$ cat config.mk
export PLATFORM = sky130hd
export DESIGN_NAME = lcg_gate4_select
export DESIGN_NICKNAME = d
export VERILOG_FILES = /design/src/hw/lcg_pkg.sv /design/src/hw/lcg_gate4_select.sv
export SDC_FILE = /design/constraint.sdc
export NUM_CORES = 1
export LEC_CHECK = 0
export ABC_AREA = 1
export BUFFER_PORTS_ARGS = -buffer_cell sky130_fd_sc_hd__buf_2
export CAP_MARGIN = 20
export CORE_MARGIN = 4
export CORE_UTILIZATION = 45
export CTS_CLUSTER_SIZE = 8
export DETAILED_ROUTE_END_ITERATION = 6
export HOLD_SLACK_MARGIN = 0.02
export PLACE_DENSITY = 0.77
export SLEW_MARGIN = 0
export SYNTH_ARGS = -nofsm -noshare
export SYNTH_HDL_FRONTEND = slang
export SYNTH_SLANG_ARGS = --single-unit
$ cat constraint.sdc
create_clock -name clk -period 2.3 [get_ports clk]
set_input_delay 0.23 -clock clk [delete_from_list [all_inputs] [get_ports clk]]
set_output_delay 0.23 -clock clk [all_outputs]
set_load 0.05 [all_outputs]
$ cat src/hw/lcg_pkg.sv
// Package for the fourth-gate input selection stage of a logic cell
package lcg_pkg;

    // ------------------------------------------------------------------
    // Register port geometry
    // ------------------------------------------------------------------
    localparam int LCG_ADDR_W = 4;
    localparam int LCG_DATA_W = 8;
    localparam int LCG_NUM_INPUTS = 4;

    // ------------------------------------------------------------------
    // Register offsets
    // ------------------------------------------------------------------
    localparam logic [LCG_ADDR_W-1:0] LCG_SEL_OFFSET = 4'h0;
    localparam logic [LCG_ADDR_W-1:0] LCG_TERMS_OFFSET = 4'h1;

    // ------------------------------------------------------------------
    // Reset values
    // ------------------------------------------------------------------
    localparam logic [LCG_DATA_W-1:0] LCG_SEL_RESET = 8'h00;
    localparam logic [LCG_DATA_W-1:0] LCG_ZERO_BYTE = 8'h00;

    // ------------------------------------------------------------------
    // Field positions in gate4_input_select
    // ------------------------------------------------------------------
    localparam int LCG_D4_TRUE_BIT = 7;
    localparam int LCG_D4_INV_BIT = 6;
    localparam int LCG_D3_TRUE_BIT = 5;
    localparam int LCG_D3_INV_BIT = 4;
    localparam int LCG_D2_TRUE_BIT = 3;
    localparam int LCG_D2_INV_BIT = 2;
    localparam int LCG_D1_TRUE_BIT = 1;
    localparam int LCG_D1_INV_BIT = 0;

    // ------------------------------------------------------------------
    // Carriers
    // ------------------------------------------------------------------
    typedef struct packed {
        logic [LCG_ADDR_W-1:0] addr;
        logic [LCG_DATA_W-1:0] wdata;
        logic wr;
        logic rd;
    } lcg_bus_req_type;

    typedef struct packed {
        logic g4_data4_true_enable;
        logic g4_data4_inverted_enable;
        logic g4_data3_true_enable;
        logic g4_data3_inverted_enable;
        logic g4_data2_true_enable;
        logic g4_data2_inverted_enable;
        logic g4_data1_true_enable;
        logic g4_data1_inverted_enable;
    } lcg_select_type;

endpackage : lcg_pkg

$ cat src/hw/lcg_gate4_select.sv
// Fourth-gate input selection stage with its select register
`timescale 1ns/1ps
`default_nettype none

// Summary of operation
// - With the data-4 inverted enable set, inverted data 4 feeds gate 4.
// - With the data-4 inverted enable clear, inverted data 4 is kept out.
// - Bit 2 set lets inverted data 2 into gate 4, clear keeps it out.
// - Bit 1 set lets true data 1 into gate 4, clear keeps it out.

module lcg_gate4_select
    import lcg_pkg::*;
(
    input wire logic clk, // System clock, 10 MHz
    input wire logic reset, // Synchronous reset, active high
    input wire lcg_bus_req_type bus_req, // Register port request
    output logic [LCG_DATA_W-1:0] rd_data, // Read data, cycle after read
    input wire logic [LCG_NUM_INPUTS-1:0] data_in, // Data inputs 1 to 4
    output logic [LCG_DATA_W-1:0] gate4_input_select, // Select register
    output logic [LCG_DATA_W-1:0] gated_terms, // Terms now entering gate 4
    output logic fourth_gate_signal // OR of the gated terms
);

    // ------------------------------------------------------------------
    // Term selection
    // ------------------------------------------------------------------
    // Terms are laid out like the select register, so bit n of the
    // result is the term enabled by bit n of the select value.
    function automatic logic [LCG_DATA_W-1:0] gate_terms(
        input logic [LCG_DATA_W-1:0] sel,
        input logic [LCG_NUM_INPUTS-1:0] d
    );
        logic [LCG_DATA_W-1:0] t;
        t = LCG_ZERO_BYTE;
        t[LCG_D4_TRUE_BIT] = sel[LCG_D4_TRUE_BIT] & d[3];
        t[LCG_D4_INV_BIT] = sel[LCG_D4_INV_BIT] & ~d[3];
        t[LCG_D3_TRUE_BIT] = sel[LCG_D3_TRUE_BIT] & d[2];
        t[LCG_D3_INV_BIT] = sel[LCG_D3_INV_BIT] & ~d[2];
        t[LCG_D2_TRUE_BIT] = sel[LCG_D2_TRUE_BIT] & d[1];
        t[LCG_D2_INV_BIT] = sel[LCG_D2_INV_BIT] & ~d[1];
        t[LCG_D1_TRUE_BIT] = sel[LCG_D1_TRUE_BIT] & d[0];
        t[LCG_D1_INV_BIT] = sel[LCG_D1_INV_BIT] & ~d[0];
        return t;
    endfunction : gate_terms

    function automatic logic addr_hit(
        input logic [LCG_ADDR_W-1:0] a,
        input logic [LCG_ADDR_W-1:0] offs
    );
        return a == offs;
    endfunction : addr_hit

    // ------------------------------------------------------------------
    // State
    // ------------------------------------------------------------------
    lcg_select_type sel_r;
    logic [LCG_DATA_W-1:0] terms_r;
    logic [LCG_DATA_W-1:0] terms_nxt;
    logic gate_r;
    logic [LCG_DATA_W-1:0] rd_data_r;
    logic [LCG_DATA_W-1:0] rd_data_nxt;

    // ------------------------------------------------------------------
    // Select register
    // ------------------------------------------------------------------
    // The cell leaves this register undefined at reset; clearing it
    // keeps gate 4 quiet until software has set it up.
    always_ff @(posedge clk) begin
        if (reset) begin
            sel_r <= LCG_SEL_RESET;
        end else if (bus_req.wr && addr_hit(bus_req.addr, LCG_SEL_OFFSET)) begin
            sel_r <= bus_req.wdata;
        end
    end

    // ------------------------------------------------------------------
    // Gate 4 input stage
    // ------------------------------------------------------------------
    // Registered so every output leaves a flip-flop; costs one cycle
    // of latency from data_in and from a select write.
    always_comb begin
        terms_nxt = gate_terms(sel_r, data_in);
    end

    always_ff @(posedge clk) begin
        if (reset) begin
            terms_r <= LCG_ZERO_BYTE;
            gate_r <= 1'b0;
        end else begin
            terms_r <= terms_nxt;
            gate_r <= |terms_nxt;
        end
    end

    // ------------------------------------------------------------------
    // Read port
    // ------------------------------------------------------------------
    // Unmapped reads and idle cycles return zero.
    always_comb begin
        rd_data_nxt = LCG_ZERO_BYTE;
        if (bus_req.rd) begin
            if (addr_hit(bus_req.addr, LCG_SEL_OFFSET)) begin
                rd_data_nxt = sel_r;
            end else if (addr_hit(bus_req.addr, LCG_TERMS_OFFSET)) begin
                rd_data_nxt = terms_r;
            end
        end
    end

    always_ff @(posedge clk) begin
        if (reset) begin
            rd_data_r <= LCG_ZERO_BYTE;
        end else begin
            rd_data_r <= rd_data_nxt;
        end
    end

    assign rd_data = rd_data_r;
    assign gate4_input_select = sel_r;
    assign gated_terms = terms_r;
    assign fourth_gate_signal = gate_r;
endmodule : lcg_gate4_select

`default_nettype wire

# Word level (Yosys, flattened, before mapping)
# Index checks and enable logic that the tools add are counted.
# Widths: inputs -> output; s select.
# classes
n_bitwise	13
muxes	2
reduce_logical	4
eq_ne	1
# op_table
cell	n
$mux 8	2
$and 1x1->1	8
$reduce_or 8->1	1
$not 1->1	5
$eq 4x1->1 const B	1
$logic_not 4->1	1
$reduce_or 2->1	1
$logic_and 1x1->1	1
# word_totals
regBits	25
word_cells	31

# Depth between registers and ports, before layout
# logic_depth
depth_word	3
depth_mapped	7
depth_no_buf	5

# Least setup slack after synthesis
# Ideal clock, no wire load.
# synth_timing
kind	register -> register
startpoint	register sel_r (netlist bit gate4_input_select[7])
endpoint	register gate_r, in the netlist fourth_gate_signal
arrival_time_ns	0.999
setup_time_ns	0.070
stages_incl_launch_ff	5
synth_period_minus_slack_ns	1.068
slack_ns	1.232
n_path_buf	0
path_cell_list	dfxtp_1 > nand2_1 > nand2_1 > nor2_1 > a21oi_1
# synth_via
elab_chain_len	2
# synth_rtl
element	line	source
start: declaration	lcg_gate4_select.sv:56	lcg_select_type sel_r;
start signal: assignment	lcg_gate4_select.sv:72	sel_r <= bus_req.wdata;
$and 1x1->1	lcg_gate4_select.sv:35	t[LCG_D4_TRUE_BIT] = sel[LCG_D4_TRUE_BIT] & d[3];
$reduce_or 8->1	lcg_gate4_select.sv:91	gate_r <= |terms_nxt;
end signal: assignment	lcg_gate4_select.sv:91	
end: declaration	lcg_gate4_select.sv:59	logic gate_r;
# Every way passes these cells.
# A chain may end at the register's enable or synchronous reset.

# Worst setup path after layout
# layout_timing
startpoint	register sel_r (netlist bit gate4_input_select[4])
endpoint	output port gate4_input_select[4]
# layout_lines
element	line	source
end: declaration	lcg_gate4_select.sv:19	output logic [LCG_DATA_W-1:0] gate4_input_select,
# No word-level cell between the ends.

==> flow_summary.ini <==
[cts]
htreeDepth = 1
post_cts_resized = 0
cts_hold_buf = 0
clock_tree.root_cell = clkbuf_4
cts_buffer_depth = 2
clk_latency_ns = 0.30
numCtsBuffers = 3
cts_sinks = 25
path_clk_slew_ns = 0.12
cts_tree = built
postCtsSetupBuffers = 0

[power]
power_density_mw_per_mm2 = 572
ir_worst_vdd_uv = 276
power.leakage_nw = 0.665

[routing]
avgViaCountPerCell = 4.66
drt-initial-drc-count = 12
drc = 0
post_drt_wl_per_cell_um = 10.5
ant_nets = 0
first_pass_iters = 4
vias = 919
drt_wl_total_mm = 2.08

[setup_path]
crit_fanout = 4
path_delay_family = flip-flops
path_cells = buf_2
reg2regPathDepth = 4
cpPeakStageDelay_ns = 0.42
slowest_stage = dfxtp_1
worst_setup_path_end_kind = primary output
critPathLaunchType = register
crit_cells = 1
critPathBufInv = 1
critPathRequiredTime_ns = 2.07
path_class = register to primary output
critPathArrivalTime_ns = 1.01

[layout]
syn_to_final_growth_pct = 25.2
seqCellArea_sq_um = 500
final_nets = 191
drive_gt1_frac = 0.294
antenna_cells = 0
final_util = 0.610
n_fill_cell = 207
multiInputGateArea_sq_um = 399
final_area_sq_mm = 0.00123

[synth]
synthDominantAreaCellType = dfxtp_1
syn_inst = 126
synth-async-reset-ratio = 0
synth_nets = 146
synth.most_common_cell = nand2_1
ys_seq_area_frac = 0.508
syn_area_sq_um = 985
synth.distinct_cells = 12
synth_warnings = 0
synth.top_cells.by_count = 29 x nand2_1, 26 x nor2_1, 25 x dfxtp_1
synth_top_area_share = 0.508
ys_seq_elements = 25
synth_edf_count = 0
synthFlopType = dfxtp_1
netlist_top_cells_area = dfxtp_1 51%, nand2_1 11%, nor2_1 9.9%, nand4_1 5.1%, inv_1 5.0%
avgSynthCellArea_sq_um = 7.82

[place]
routabilityCongestion = 0.711
place_area_sq_mm = 0.00121
dp_hpwl_mm = 1.70
portBuffers = 44

[sta]
hold_viol = 0
rsz0062_at_grt = false
max_slew_margin = 0.832
setup_violations = 0
slew_viol_final = 0
fmax_ghz = 0.804
fin_skew_ns = 0.00302
period_needed_ns = 1.24
post-route-period-util = 0.541
tightest_slew_ns = 0.250
tns_ns = 0

[die]
num_rows = 16
die_area_sq_mm = 0.00300
die_y_um = 54.8
ios = 45
die_x_um = 54.8
core_sq_mm = 0.00202
initial_core_util = 0.487

[global_routing]
grt_pass1_vias = 807
track_usage = 0.155
antenna_found_initial = 0
grt_overflow_total = 0
grt_pass1_wl_mm = 3.32
grt_max_degree = 18

[flow_run]
max_cap_violations = 0

[worst_hold_path]
worstHoldPathType = input port to register
holdPathStages = 3

[run_status]
run_status = finished, final reports clean
-- cell families after synthesis --
family,Yosys count,share of synthesized area
flops,25,0.508
compound gates,9,0.0457
simple gates,74,0.360
buf+inv,18,0.0864
-- per-layer routing --
| metal | GRT usage | wire, um |
|---|---|---|
| met4 | 0.0871 | 34 |
| met2 | 0.256 | 940 |
| met5 | 0 | 0 |
| met1 | 0.182 | 897 |
| met3 | 0.0381 | 203 |
-- report_power, final --
| group | internal (mW) | switching [mW] |
|---|---|---|
| Sequential | 0.438 | 0.00416 |
| Combinational | 0.0238 | 0.0550 |
| Clock | 0.0676 | 0.116 |
| Total | 0.529 | 0.175 |
-- cell usage in the layout (no fill, tap or decap) --
master | synthesis | routed
nor2_1 | 26 | 26
nand3_1 | 8 | 8
dfxtp_1 | 25 | 25
nand4_1 | 8 | 8
nand3_4 | 1 | 1
clkinv_1 | 1 | 1
buf_2 | 2 | 44
clkbuf_4 | 0 | 3
inv_1 | 13 | 13
nor2_8 | 2 | 2
clkbuf_1 | 0 | 1
a21oi_1 | 9 | 9
nand2_1 | 29 | 29
-- per-stage QoR --
stage	hold slack, ns	power [mW]	instances	setup slack [ns]
final	0.137	0.704	197	1.06
after CTS	0.131	0.713	197	1.06
after global routing	0.132	0.734	197	0.995
after floorplan	0.365	0.502	126	1.23
after global placement	0.450	0.529	193	1.14
after detailed placement	0.457	0.531	193	1.10
-- sequential cells by signal, indices dropped and copies added, names as in the netlist --
register	count
fourth_gate_signal	1
gate4_input_select	8
gated_terms	8
rd_data	8
-- worst paths after layout --
check / from / to / slack (ns)
worst min register to register: gated_terms[1] / rd_data[1] / 0.49
worst max-delay path: gate4_input_select[4] / gate4_input_select[4] / 1.06
worst min-delay path: bus_req[8] / gate4_input_select[6] / 0.14
worst max register to register: gate4_input_select[1] / fourth_gate_signal / 1.49
-- layout make-up --
cell class,instances,share of cell area
inverter,14,0.0426
clock buffer,4,0.0213
timing repair buffer,44,0.179
tap,27,0.0274
multi-input combinational,83,0.324
sequential,25,0.406
(Power assumes the default switching activity.)
